===== src/shared/cptg_pkg.sv =====
// cptg_pkg: constants, modes and carrier structs of the pulse train generator
// assumes: included first; used by the generator and its sample fifo
package cptg_pkg;

  localparam int CPTG_CNT_W = 32;
  localparam int CPTG_FIFO_DEPTH = 32;
  localparam int CPTG_PTR_W = 5;
  localparam logic [CPTG_CNT_W-1:0] CPTG_ZERO = 32'h0000_0000;
  localparam logic [CPTG_CNT_W-1:0] CPTG_ONE = 32'h0000_0001;
  localparam logic [CPTG_PTR_W:0] CPTG_LVL_ZERO = 6'h00;
  localparam logic [CPTG_PTR_W:0] CPTG_LVL_ONE = 6'h01;
  localparam logic [CPTG_PTR_W-1:0] CPTG_PTR_ONE = 5'h01;
  localparam logic [CPTG_PTR_W-1:0] CPTG_PTR_ZERO = 5'h00;

  // generation modes
  typedef enum logic [2:0] {
    CPTG_MODE_SINGLE = 3'h0,
    CPTG_MODE_FINITE = 3'h1,
    CPTG_MODE_CONT = 3'h2,
    CPTG_MODE_IMPLICIT = 3'h3,
    CPTG_MODE_SAMPCLK = 3'h4
  } cptg_mode_e;

  // how the gate input is used
  typedef enum logic [1:0] {
    CPTG_GATE_NONE = 2'h0,
    CPTG_GATE_START = 2'h1,
    CPTG_GATE_PAUSE = 2'h2
  } cptg_gate_e;

  // sample supply for buffered modes
  typedef enum logic [1:0] {
    CPTG_SUP_HOST = 2'h0,
    CPTG_SUP_FIFO_REGEN = 2'h1,
    CPTG_SUP_NONREGEN = 2'h2
  } cptg_sup_e;

  // gray-coded along idle -> wait -> delay -> idle phase -> active phase
  typedef enum logic [2:0] {
    CPTG_ST_OFF = 3'b000,
    CPTG_ST_WAIT = 3'b001,
    CPTG_ST_DELAY = 3'b011,
    CPTG_ST_LOW = 3'b010,
    CPTG_ST_HIGH = 3'b110,
    CPTG_ST_DONE = 3'b111
  } cptg_state_e;

  // one buffered pulse specification
  typedef struct packed {
    logic [CPTG_CNT_W-1:0] idle_ticks;
    logic [CPTG_CNT_W-1:0] active_ticks;
  } cptg_spec_s;

  localparam int CPTG_SPEC_W = 2 * CPTG_CNT_W;

  // static channel settings
  typedef struct packed {
    cptg_mode_e mode;
    cptg_gate_e gate_use;
    cptg_sup_e supply;
    logic src_falling;
    logic retrigger;
    logic delay_on_every_trigger;
    logic finite_buf;
    logic [CPTG_CNT_W-1:0] init_delay;
    logic [CPTG_CNT_W-1:0] low_ticks;
    logic [CPTG_CNT_W-1:0] high_ticks;
    logic [CPTG_CNT_W-1:0] pulse_count;
  } cptg_cfg_s;

endpackage


===== src/verilog/cptg_generator.sv =====
// cptg_generator: counter pulse train engine with sample fifo
// assumes: source, gate and sample clock are asynchronous pins; cfg is
// held stable while armed; sample words come from logic on clock_i
`timescale 1ns/1ps

// --------------------------------------------------------------------
// sample fifo
// --------------------------------------------------------------------
module cptg_fifo
  import cptg_pkg::*;
#(
  parameter int WIDTH = 64,
  parameter int DEPTH = 32,
  parameter int PTR_W = 5
) (
  // clock and reset
  input wire logic clock_i,
  input wire logic reset_i,
  input wire logic flush_i,
  // fill side
  input wire logic in_valid_i,
  output logic in_ready_o,
  input wire logic [WIDTH-1:0] in_data_i,
  // drain side
  output logic out_valid_o,
  input wire logic out_ready_i,
  output logic [WIDTH-1:0] out_data_o,
  // level
  output logic [PTR_W:0] level_o
);

  typedef struct packed {
    logic [PTR_W-1:0] wr_ptr;
    logic [PTR_W-1:0] rd_ptr;
    logic [PTR_W:0] level;
  } cptg_fifo_s;

  logic [WIDTH-1:0] mem [DEPTH];
  cptg_fifo_s st;
  cptg_fifo_s next_st;
  logic push;
  logic pop;

  // a full fifo still takes a word in the cycle it gives one out
  assign in_ready_o = ((st.level != (PTR_W+1)'(DEPTH)) || out_ready_i)
                   && !flush_i;
  assign out_valid_o = (st.level != CPTG_LVL_ZERO) && !flush_i;
  assign out_data_o = mem[st.rd_ptr];
  assign level_o = st.level;
  assign push = in_valid_i && in_ready_o;
  assign pop = out_valid_o && out_ready_i;

  always_comb begin
    next_st = st;
    if (flush_i) begin
      next_st = '0;
    end else begin
      if (push) begin
        next_st.wr_ptr = st.wr_ptr + CPTG_PTR_ONE;
      end
      if (pop) begin
        next_st.rd_ptr = st.rd_ptr + CPTG_PTR_ONE;
      end
      if (push && !pop) begin
        next_st.level = st.level + CPTG_LVL_ONE;
      end else if (pop && !push) begin
        next_st.level = st.level - CPTG_LVL_ONE;
      end
    end
  end

  always_ff @(posedge clock_i) begin
    if (reset_i) begin
      st <= '0;
    end else begin
      st <= next_st;
    end
    if (push) begin
      mem[st.wr_ptr] <= in_data_i;
    end
  end
endmodule

// --------------------------------------------------------------------
// generator
// --------------------------------------------------------------------
// Function
// - after arming, wait delay source edges, then one pulse of width.
// - count only on the selected rising or falling source edge.
// - triggered single pulse starts its delay at the start trigger.
// - pulse counter stops a finite train at the programmed count.
// - retrigger mode: each trigger launches one generation; busy ignores gate.
// - flag selects initial delay on every retrigger or only the first.
// - after a retriggered generation, wait again for a start trigger.
// - pause gate use is rejected when retriggering is selected.
// - continuous train alternates high and low widths after the delay.
// - continuous train starts at arming or at a gate start trigger.
// - pause gate freezes output progress while it is active.
// - output frequency is source frequency divided by high plus low.
// - implicit buffered: one pulse per sample, back to back.
// - finite implicit generation ends after the supplied samples.
// - implicit buffered mode ignores the static pulse settings.
// - sample clocked mode runs static settings until first sample clock.
// - sample clock takes effect after the current idle/active pulse.
// - finite sample clocked run repeats the last spec until stopped.
// - continuous sample clocked runs go on until an explicit stop; implicit ones end when no sample is ready.
// - fifo regeneration replays loaded samples cyclically, no host writes.
// - non-regenerating supply that falls behind flags underflow.
module cptg_generator
  import cptg_pkg::*;
(
  // clock and reset
  input wire logic clock_i,
  input wire logic reset_i,
  // control and configuration
  input wire logic arm_i,
  input wire logic stop_i,
  input wire cptg_cfg_s cfg_i,
  // pins
  input wire logic source_i,
  input wire logic gate_i,
  input wire logic sample_clk_i,
  // sample stream
  input wire logic spec_valid_i,
  output logic spec_ready_o,
  input wire cptg_spec_s spec_i,
  // outputs and status
  output logic pulse_o,
  output logic busy_o,
  output logic done_o,
  output logic underflow_o,
  output logic cfg_error_o
);

  typedef struct packed {
    logic [1:0] src_sync;
    logic [1:0] gate_sync;
    logic [1:0] sclk_sync;
    logic src_prev;
    logic gate_prev;
    logic sclk_prev;
    cptg_state_e state;
    logic [CPTG_CNT_W-1:0] count;
    logic [CPTG_CNT_W-1:0] pulses;
    logic [CPTG_CNT_W-1:0] cur_low;
    logic [CPTG_CNT_W-1:0] cur_high;
    logic first_done;
    logic sclk_pending;
    logic sclk_seen;
    logic [CPTG_PTR_W:0] replay_left;
    logic [CPTG_PTR_W:0] regen_len;
    logic pulse;
    logic done;
    logic underflow;
  } cptg_core_s;

  cptg_core_s st;
  cptg_core_s next_st;
  logic src_edge;
  logic gate_rise;
  logic sclk_rise;
  logic buffered;
  logic cfg_bad;
  logic pause;
  logic fifo_in_valid;
  logic fifo_in_ready;
  cptg_spec_s fifo_in_data;
  logic fifo_out_valid;
  logic fifo_out_ready;
  cptg_spec_s fifo_out_data;
  logic [CPTG_PTR_W:0] fifo_level;
  logic take;
  logic recycle;

  assign buffered = (cfg_i.mode == CPTG_MODE_IMPLICIT)
                 || (cfg_i.mode == CPTG_MODE_SAMPCLK);
  assign cfg_bad = cfg_i.retrigger && (cfg_i.gate_use == CPTG_GATE_PAUSE);
  assign src_edge = cfg_i.src_falling ? (st.src_prev && !st.src_sync[1])
                                      : (!st.src_prev && st.src_sync[1]);
  assign gate_rise = !st.gate_prev && st.gate_sync[1];
  assign sclk_rise = !st.sclk_prev && st.sclk_sync[1];
  assign pause = (cfg_i.gate_use == CPTG_GATE_PAUSE) && !cfg_i.retrigger
              && st.gate_sync[1];

  // fifo regeneration feeds popped samples back in; host writes blocked
  assign recycle = cfg_i.supply == CPTG_SUP_FIFO_REGEN
                && (st.state != CPTG_ST_OFF || take);
  assign fifo_in_valid = recycle ? take : spec_valid_i;
  assign fifo_in_data = recycle ? fifo_out_data : spec_i;
  assign spec_ready_o = recycle ? 1'b0 : fifo_in_ready;

  cptg_fifo #(
    .WIDTH(CPTG_SPEC_W),
    .DEPTH(CPTG_FIFO_DEPTH),
    .PTR_W(CPTG_PTR_W)
  ) u_fifo (
    .clock_i(clock_i),
    .reset_i(reset_i),
    .flush_i(1'b0),
    .in_valid_i(fifo_in_valid),
    .in_ready_o(fifo_in_ready),
    .in_data_i(fifo_in_data),
    .out_valid_o(fifo_out_valid),
    .out_ready_i(fifo_out_ready),
    .out_data_o(fifo_out_data),
    .level_o(fifo_level)
  );

  // a sample is consumed at implicit arming and at the end of each active
  // phase when it applies
  always_comb begin
    take = 1'b0;
    if (st.state == CPTG_ST_OFF && arm_i && !cfg_bad && !stop_i
        && cfg_i.mode == CPTG_MODE_IMPLICIT) begin
      take = fifo_out_valid;
    end
    if (buffered && st.state == CPTG_ST_HIGH && src_edge && !pause
        && st.count <= CPTG_ONE) begin
      if (cfg_i.mode == CPTG_MODE_IMPLICIT) begin
        take = fifo_out_valid;
      end else begin
        take = fifo_out_valid && (st.sclk_pending || sclk_rise);
      end
    end
  end
  assign fifo_out_ready = take;

  always_comb begin
    next_st = st;
    next_st.src_sync = {st.src_sync[0], source_i};
    next_st.gate_sync = {st.gate_sync[0], gate_i};
    next_st.sclk_sync = {st.sclk_sync[0], sample_clk_i};
    next_st.src_prev = st.src_sync[1];
    next_st.gate_prev = st.gate_sync[1];
    next_st.sclk_prev = st.sclk_sync[1];
    if (sclk_rise && st.state != CPTG_ST_OFF) begin
      next_st.sclk_pending = 1'b1;
      next_st.sclk_seen = 1'b1;
    end
    case (st.state)
      CPTG_ST_OFF: begin
        next_st.pulse = 1'b0;
        if (arm_i && !cfg_bad) begin
          next_st.done = 1'b0;
          next_st.underflow = 1'b0;
          next_st.first_done = 1'b0;
          next_st.sclk_pending = 1'b0;
          next_st.sclk_seen = 1'b0;
          next_st.pulses = CPTG_ZERO;
          next_st.regen_len = fifo_level;
          next_st.cur_low = cfg_i.low_ticks;
          next_st.cur_high = cfg_i.high_ticks;
          next_st.count = cfg_i.init_delay;
          if (cfg_i.mode == CPTG_MODE_IMPLICIT) begin
            // static settings unused; first sample sets the pulse
            next_st.count = fifo_out_data.idle_ticks;
            next_st.cur_high = fifo_out_data.active_ticks;
            next_st.state = CPTG_ST_LOW;
            next_st.replay_left = fifo_level;
          end else if (cfg_i.gate_use == CPTG_GATE_START || cfg_i.retrigger) begin
            next_st.state = CPTG_ST_WAIT;
          end else begin
            next_st.state = CPTG_ST_DELAY;
          end
        end
      end
      CPTG_ST_WAIT: begin
        next_st.pulse = 1'b0;
        if (gate_rise) begin
          next_st.pulses = CPTG_ZERO;
          if (st.first_done && !cfg_i.delay_on_every_trigger) begin
            next_st.count = st.cur_low;
            next_st.state = CPTG_ST_LOW;
          end else begin
            next_st.count = cfg_i.init_delay;
            next_st.state = CPTG_ST_DELAY;
          end
        end
      end
      CPTG_ST_DELAY, CPTG_ST_LOW: begin
        next_st.pulse = 1'b0;
        if (src_edge && !pause) begin
          if (st.count <= CPTG_ONE) begin
            next_st.count = st.cur_high;
            next_st.state = CPTG_ST_HIGH;
          end else begin
            next_st.count = st.count - CPTG_ONE;
          end
        end
      end
      CPTG_ST_HIGH: begin
        next_st.pulse = 1'b1;
        if (src_edge && !pause) begin
          if (st.count > CPTG_ONE) begin
            next_st.count = st.count - CPTG_ONE;
          end else begin
            // one full period of high plus low ticks ends here
            next_st.pulse = 1'b0;
            next_st.pulses = st.pulses + CPTG_ONE;
            next_st.count = st.cur_low;
            next_st.state = CPTG_ST_LOW;
            if (take) begin
              next_st.cur_low = fifo_out_data.idle_ticks;
              next_st.cur_high = fifo_out_data.active_ticks;
              next_st.count = fifo_out_data.idle_ticks;
              // a new sample clock edge in this cycle stays pending only if an older one was pending
              next_st.sclk_pending = st.sclk_pending && sclk_rise;
              next_st.replay_left = st.replay_left - CPTG_LVL_ONE;
            end
            case (cfg_i.mode)
              CPTG_MODE_SINGLE: begin
                next_st.state = CPTG_ST_DONE;
              end
              CPTG_MODE_FINITE: begin
                if (st.pulses + CPTG_ONE >= cfg_i.pulse_count) begin
                  next_st.state = CPTG_ST_DONE;
                end
              end
              CPTG_MODE_IMPLICIT: begin
                if (cfg_i.finite_buf && cfg_i.supply != CPTG_SUP_FIFO_REGEN
                    && !fifo_out_valid) begin
                  next_st.state = CPTG_ST_DONE;
                end else if (cfg_i.finite_buf
                             && cfg_i.supply == CPTG_SUP_FIFO_REGEN
                             && st.replay_left <= CPTG_LVL_ONE) begin
                  next_st.state = CPTG_ST_DONE;
                end else if (!take) begin
                  next_st.underflow = st.underflow
                    || cfg_i.supply == CPTG_SUP_NONREGEN;
                  next_st.state = CPTG_ST_DONE;
                end
              end
              CPTG_MODE_SAMPCLK: begin
                // no sample or no clock: repeat last spec
                if (!take && st.sclk_pending && !cfg_i.finite_buf
                    && cfg_i.supply == CPTG_SUP_NONREGEN) begin
                  next_st.underflow = 1'b1;
                end
                next_st.state = CPTG_ST_LOW;
              end
              default: begin
                next_st.state = CPTG_ST_LOW;
              end
            endcase
          end
        end
      end
      CPTG_ST_DONE: begin
        next_st.pulse = 1'b0;
        next_st.first_done = 1'b1;
        if (cfg_i.retrigger) begin
          next_st.state = CPTG_ST_WAIT;
        end else begin
          next_st.done = 1'b1;
          next_st.state = CPTG_ST_OFF;
        end
      end
      default: begin
        next_st.state = CPTG_ST_OFF;
      end
    endcase
    if (stop_i) begin
      next_st.state = CPTG_ST_OFF;
      next_st.pulse = 1'b0;
    end
  end

  // gate edges only matter in wait state, so busy generations ignore them
  always_ff @(posedge clock_i) begin
    if (reset_i) begin
      st <= '0;
    end else begin
      st <= next_st;
    end
  end

  assign pulse_o = st.pulse;
  assign busy_o = st.state != CPTG_ST_OFF;
  assign done_o = st.done;
  assign underflow_o = st.underflow;
  assign cfg_error_o = cfg_bad;
endmodule


===== config.mk =====
export PLATFORM = sky130hd
export DESIGN_NAME = cptg_generator
export DESIGN_NICKNAME = d
export VERILOG_FILES = /design/src/shared/cptg_pkg.sv /design/src/verilog/cptg_generator.sv
export SDC_FILE = /design/constraint.sdc
export NUM_CORES = 2
export LEC_CHECK = 0
export ABC_AREA = 1
export CAP_MARGIN = 20
export CORE_MARGIN = 1
export CORE_UTILIZATION = 40
export CTS_BUF_LIST = sky130_fd_sc_hd__clkbuf_16
export DETAILED_ROUTE_END_ITERATION = 6
export DONT_BUFFER_PORTS = 1
export PLACE_DENSITY = 0.59
export SLEW_MARGIN = 20
export SYNTH_ARGS = -nofsm -noshare
export SYNTH_HDL_FRONTEND = slang
export SYNTH_HIERARCHICAL = 1
export SYNTH_SLANG_ARGS = --single-unit

===== constraint.sdc =====
create_clock -name clock_i -period 18.4 [get_ports clock_i]
set_clock_uncertainty 0.2 [all_clocks]
set_input_delay 0.92 -clock clock_i [delete_from_list [all_inputs] [get_ports clock_i]]
set_output_delay 0.92 -clock clock_i [all_outputs]
set_load 0.02 [all_outputs]

# [Word level (Yosys, flattened, before mapping)]
# Memories as Yosys holds them, arrays and structs flattened. A register that Yosys moved wholly into a read port is not among the register bits.
# Cells that the tools add are included.
[word_totals] out_inout_bits=6 memories=1 input_bits=211 elab_cells=202 mem_bits_rw=2048 reg_bits=174
[memory_table] name="u_fifo.mem" words=32 word_bits=64 read_ports=1 rd_clocked_by_memory_dff=1 wr=1 line_no="cptg_generator.sv:38" source="logic [WIDTH-1:0] mem [DEPTH];"
[classes] n_mux=65 order_cmp=4 reduce_logical=75 add_sub_neg=7 n_eq_ne=28
[ops] cell="32-bit 2-to-1 mux" n=5
[ops] cell="146-bit 2-to-1 mux" n=1
[ops] cell="131-bit 2-to-1 mux" n=1
[ops] cell="64-bit 2-to-1 mux" n=2
[ops] cell="32-bit one-hot mux with 4 select lines" n=1
[ops] cell="64-bit one-hot mux with 2 select lines" n=1
[ops] cell="96-bit 2-to-1 mux" n=1
[ops] cell="32-bit one-hot mux with 3 select lines" n=1
[ops] cell="67-bit 2-to-1 mux" n=1
[ops] cell="6-bit 2-to-1 mux" n=6
[ops] cell="35-bit 2-to-1 mux" n=1
[ops] cell="1-bit logical AND" n=33
[ops] cell="33-bit 2-to-1 mux" n=1
[ops] cell="32-bit by 1-bit adder with 32-bit output (second input constant)" n=1
[ops] cell="32-bit >= comparator" n=1
[ops] cell="32-bit by 1-bit > comparator with 1-bit output (second input constant)" n=1
[ops] cell="32-bit by 1-bit less-or-equal comparator with 1-bit output (second input constant)" n=1
[ops] cell="32-bit by 1-bit subtractor with 32-bit output (second input constant)" n=1
[ops] cell="1-bit 2-to-1 mux" n=22
[ops] cell="3-bit 2-to-1 mux" n=7
[ops] cell="3-bit one-hot mux with 5 select lines" n=1
[ops] cell="5-bit AND reduction" n=3
[ops] cell="1-bit logical NOT" n=14
[ops] cell="2-bit inequality test (second input constant)" n=7
[ops] cell="30 further kinds" n=65

# [Longest topological paths before layout]
[depth] depth_word=17 depth_mapped=27 mapped_depth_nobuf=26

# [Cells and area by module]
# The synthesis kept the hierarchy.
[modules_own_cells] mod="cptg_fifo" cells_per_inst=6808 seq_area_each_um2=61919.4 instances=1 area_each_um2=82793.2
[modules_own_cells] mod="cptg_generator" cells_per_inst=2102 seq_area_each_um2=3022.9 instances=1 area_each_um2=12196.7

# [Worst setup path before layout]
# No wires, ideal clock.
[synth_timing] kind="in2reg" start="in cfg_i[134] (netlist bit)" end="mem u_fifo.mem[3][0], enable pin" required_ns=17.635 n_path_buf=2 stages=15 arrival_time_ns=6.985 path_slack_ns=10.650 setup_time_ns=0.565 cell_sequence="inv_1 nand3_1 nand2_1 inv_1 nand2_1 inv_1 nand3_1 nand2_4 o21ai_2 buf_2 nand2_1 o21ai_0 nand3_1 buf_2 nor3_1"
[synth_via] elab_chain_cells=14 word_cells_on_any_way=20 cone_classes="1 x eq/ne; 5 x mux; 14 x reduce/logical"
[synth_lines] element="start, declared" line_no="cptg_generator.sv:118" source="input wire cptg_cfg_s cfg_i,"
[synth_lines] element="2-bit == test *" line_no="cptg_generator.sv:177, cptg_generator.sv:182"
[synth_lines] element="1-bit logical AND" line_no="cptg_generator.sv:177" source="assign cfg_bad = cfg_i.retrigger && (cfg_i.gate_use == CPTG_GATE_PAUSE);"
[synth_lines] element="1-bit logical NOT" line_no="cptg_generator.sv:213" source="if (st.state == CPTG_ST_OFF && arm_i && !cfg_bad && !stop_i"
[synth_lines] element="1-bit logical AND (2 in a row)" line_no="cptg_generator.sv:213"
[synth_lines] element="1-bit logical AND" line_no="cptg_generator.sv:214" source="&& cfg_i.mode == CPTG_MODE_IMPLICIT) begin"
[synth_lines] element="1-bit 2-to-1 mux" line_no="cptg_generator.sv:213"
[synth_lines] element="1-bit 2-to-1 mux *" line_no="cptg_generator.sv:217" source="if (buffered && st.state == CPTG_ST_HIGH && src_edge && !pause"
[synth_lines] element="1-bit logical OR" line_no="cptg_generator.sv:187" source="&& (st.state != CPTG_ST_OFF || take);"
[synth_lines] element="1-bit logical AND" line_no="cptg_generator.sv:187"
[synth_lines] element="1-bit 2-to-1 mux *" line_no="cptg_generator.sv:188" source="assign fifo_in_valid = recycle ? take : spec_valid_i;"
[synth_lines] element="via fifo_in_valid" line_no="cptg_generator.sv:165" source="logic fifo_in_valid;"
[synth_lines] element="1-bit logical AND *" line_no="cptg_generator.sv:50" source="assign push = in_valid_i && in_ready_o;"
[synth_lines] element="1-bit 2-to-1 mux *" line_no="cptg_generator.sv:78" source="if (push) begin"
[synth_lines] element="1-bit 2-to-1 mux (implied by the code) *" line_no="cptg_generator.sv:79" source="mem[st.wr_ptr] <= in_data_i;"
[synth_lines] element="end, declared" line_no="cptg_generator.sv:38"
# The timed path passes the listed nets; every way through them passes the cells marked *.

# [Worst setup path after layout]
[layout_timing] start="reg st[148] (netlist bit)" end="mem u_fifo.mem[12][28], enable pin"
[layout_via] elab_chain_cells=13 word_cells_on_any_way=20 cone_classes="1 x eq/ne; 5 x mux; 14 x reduce/logical"
[layout_lines] element="start, declared" line_no="cptg_generator.sv:157" source="cptg_core_s st;"
[layout_lines] element="start signal, assigned" line_no="cptg_generator.sv:373" source="st <= next_st;"
[layout_lines] element="3-bit logical NOT" line_no="cptg_generator.sv:213"
[layout_lines] element="1-bit logical AND (3 in a row)" line_no="cptg_generator.sv:213"
[layout_lines] element="1-bit logical AND" line_no="cptg_generator.sv:214"
[layout_lines] element="1-bit 2-to-1 mux" line_no="cptg_generator.sv:213"
[layout_lines] element="1-bit 2-to-1 mux" line_no="cptg_generator.sv:217"
[layout_lines] element="1-bit logical OR" line_no="cptg_generator.sv:187"
[layout_lines] element="1-bit logical AND" line_no="cptg_generator.sv:187"
[layout_lines] element="1-bit 2-to-1 mux *" line_no="cptg_generator.sv:188"
[layout_lines] element="via fifo_in_valid" line_no="cptg_generator.sv:165"
[layout_lines] element="1-bit logical AND *" line_no="cptg_generator.sv:50"
[layout_lines] element="via u_fifo.push" line_no="cptg_generator.sv:41" source="logic push;"
[layout_lines] element="1-bit 2-to-1 mux *" line_no="cptg_generator.sv:78"
[layout_lines] element="1-bit 2-to-1 mux (implied by the code) *" line_no="cptg_generator.sv:79"
# Marked as above.

==> flow_summary.yaml <==
outcome:
  status: "complete, no violations"
placement:
  dpl.hpwl_mm: 174
  gp_congestion: 0.906
  io_buffers: 0
worst_setup_path:
  crit_type: "flop to flop"
  startpoint_type: "flop"
  required_ps: 18660
  critPathCaptureType: "flop"
  ff2ff_path_depth: 14
  arrival_ps: 7990
  worstPathMaxFanout: 45
pwr:
  ir_drop_mv: 0.0896
  leakage_uw: 0.0380
  finalPower_uw: 10500
  p_per_area_mw_per_mm2: 99.8
timing:
  tightest_slew_ps: 1230
  finalCritPeriodShare: 0.420
  max_freq_ghz: 0.129
  setup_viol: 0
  hold_violations: 0
  fin_tns_setup_ps: 0
  slew_headroom: 0.183
  grt_setup_unrepaired: "no"
  post-route-min-period_ps: 7730
  slew_violations: 0
global_routing:
  grt_pass1_vias: 63600
  grt.overflow.total: 0
  grt_max_degree: 192
  grt_usage: 0.248
  grt_pass1_wl_mm: 437
  antenna_found_initial: 50
hold_path:
  hp-class: "input pin to flop"
  whs_path_depth: 3
cells_and_area:
  fillers: 21800
  fin_nets: 8995
  syn2layout_area_growth_pct: 11.1
  drive_gt1_frac: 0.0660
floorplan:
  die-area_mm2: 0.239
  die_y_um: 489
  num_rows: 178
  pin_count: 217
  coreArea_mm2: 0.236
  start_util: 0.403
  dieWidth_um: 489
route:
  vias: 68400
  drt_iter0_drc: 8342
  via_per_inst: 5.65
  wl_per_cell_um: 25.0
  ant_nets: 0
  dr.pass1.iters: 7
  drc: 0
  drt_wl_total_mm: 303
clock_network:
  cts.path.max_buffers: 3
  numCtsBuffers: 223
  clock_latency_ps: 880
  ctsResizeCount: 0
  cts.clk_slew.worst_paths_ps: 60
  cts_max_level: 4
  root_buffer: "clkbuf_16"
  cts.sinks: 2220
  cts_tree: "built"
  post_cts_buffers: 0
synthesis:
  synth_area_mm2: 0.0950
  synthFlopType: "edfxtp_1"
  synth_top_cell_by_area: "edfxtp_1"
  synth_area_leaders: "edfxtp_1, nand2_1, nand3_1"
  ys_warn_count: 6
  synth_edf_count: 2048
  ys_seq_area_frac: 0.684
  yosysTopAreaCellShare: 0.647
  syn_inst: 8910
  ys_ff_latch: 2220
  async_flop_share: 0
  synth.distinct_cells: 46
  syn_avg_cell_area_um2: 10.7
run:
  max_cap_viol_count: 0
stage by stage:
| stage | hold slack, ps | instances | area (um2) | util | setup slack [ps] |
|---|---|---|---|---|---|
| after floorplan | 188 | 8912 | 95000 | - | 10650 |
| after global placement | 212 | 11600 | 97900 | 0.416 | 10720 |
| after detailed placement | 209 | 11600 | 98100 | 0.416 | 10580 |
| after CTS | 14.8 | 12100 | 105000 | 0.447 | 10750 |
| after global routing | 67.7 | 12100 | 106000 | 0.448 | 10340 |
| final | 79.8 | 12100 | 106000 | 0.448 | 10670 |
state kept, by name, indices dropped and copies added, names as in the netlist, named ones only:
| name | cells |
|---|---|
| u_fifo/mem | 2048 |
| done_o | 1 |
| underflow_o | 1 |
| next_st | 6 |
| u_fifo/st | 10 |
| pulse_o | 1 |
| u_fifo/level_o | 6 |
| st | 142 |
routing by layer:
metal	vias to the layer above	wire length, um	GRT usage
li1	30800	-	-
met1	33700	126000	0.348
met2	3337	137000	0.382
met3	510	31400	0.0573
met4	55	7690	0.0742
met5	-	374	0
worst max-delay path: stages, from the launching register on:
cell	delay (ps)
dfxtp_1	460
inv_1	130
nor2_4	110
buf_4	500
nand3_1	150
nor2_1	270
nand3_4	440
nand2_4	670
inv_2	90
o21ai_0	600
nand3_1	610
inv_1	500
nand2_1	680
nor2_4	960
buf_4	750
final cells by class:
class	instances	area [um2]	share of cell area
sequential	2220	65000	0.616
tap	3150	3940	0.0373
inverter	311	1210	0.0115
clock buffer	227	5680	0.0538
timing repair buffer	168	1590	0.0151
antenna	19	47.5	0.000451
multi-input combinational	5811	26600	0.252
clock inverter	183	1470	0.0140
power by group:
group / switching [uW] / total (uW) / internal [uW] / leakage (uW)
sequential: 20.4 / 5590 / 5570 / 0.0198
combinational: 356 / 457 / 101 / 0.0144
clock: 1960 / 4480 / 2520 / 0.00368
path summary, 6_finish.rpt:
kind | startpoint | end | slack (ps)
max | st[148]$_SDFFE_PP0P_ | u_fifo/mem[12][28]$_DFFE_PP_ | 10670
min | cfg_i[130] | done_o$_SDFFE_PP0P_ | 80
max reg2reg | st[148]$_SDFFE_PP0P_ | u_fifo/mem[12][28]$_DFFE_PP_ | 10670
min reg2reg | next_st[155]$_SDFF_PP0_ | next_st[150]$_SDFF_PP0_ | 220
cells in the final DEF, fill, tap and decap left out, types with 21 or more instances in the layout:
cell type / netlist / routed
a211oi_1: 32 / 32
a21oi_1: 175 / 175
buf_4: 45 / 141
bufinv_16: 0 / 21
clkbuf_16: 0 / 227
clkinv_1: 2 / 54
clkinv_2: 0 / 41
dfxtp_1: 172 / 167
edfxtp_1: 2048 / 2048
ha_1: 48 / 48
inv_1: 301 / 340
nand2_1: 2792 / 2776
nand3_1: 2011 / 2010
nand4_1: 65 / 65
nor2_1: 277 / 245
nor2_4: 1 / 33
nor3_1: 31 / 29
o211ai_1: 29 / 29
o21ai_0: 207 / 170
o21ai_1: 47 / 61
xor2_1: 41 / 41
kinds of logic (layout without fill, tap and decap cells):
group	Yosys count	after routing	share of synthesized area
DFF	2220	2220	0.684
adders and majority gates	49	49	0.00653
other	1	22	0.0000395
xor gates and xnor gates	55	55	0.00507
and+or+nand+nor	5198	5198	0.235
buffers and inverters	881	889	0.0411
AOI/OAI and AO/OA	506	506	0.0288
cells in the mapped netlist, types with 7 or more instances:
| master | count |
|---|---|
| nand2_1 | 2792 |
| edfxtp_1 | 2048 |
| nand3_1 | 2011 |
| buf_2 | 301 |
| inv_1 | 301 |
| nor2_1 | 277 |
| o21ai_0 | 207 |
| a21oi_1 | 175 |
| dfxtp_1 | 172 |
| clkbuf_1 | 169 |
| nand4_1 | 65 |
| buf_1 | 49 |
| ha_1 | 48 |
| o21ai_1 | 47 |
| buf_4 | 45 |
| xor2_1 | 41 |
| a211oi_1 | 32 |
| nor3_1 | 31 |
| o211ai_1 | 29 |
| xnor2_1 | 14 |
| inv_2 | 7 |
timing repair:
action | CTS | global route
endpoints found under the hold margin | 110 | 0
hold buffers | 6 | 0
setup endpoints to repair | 0 | 0
(Power assumes the default switching activity.)
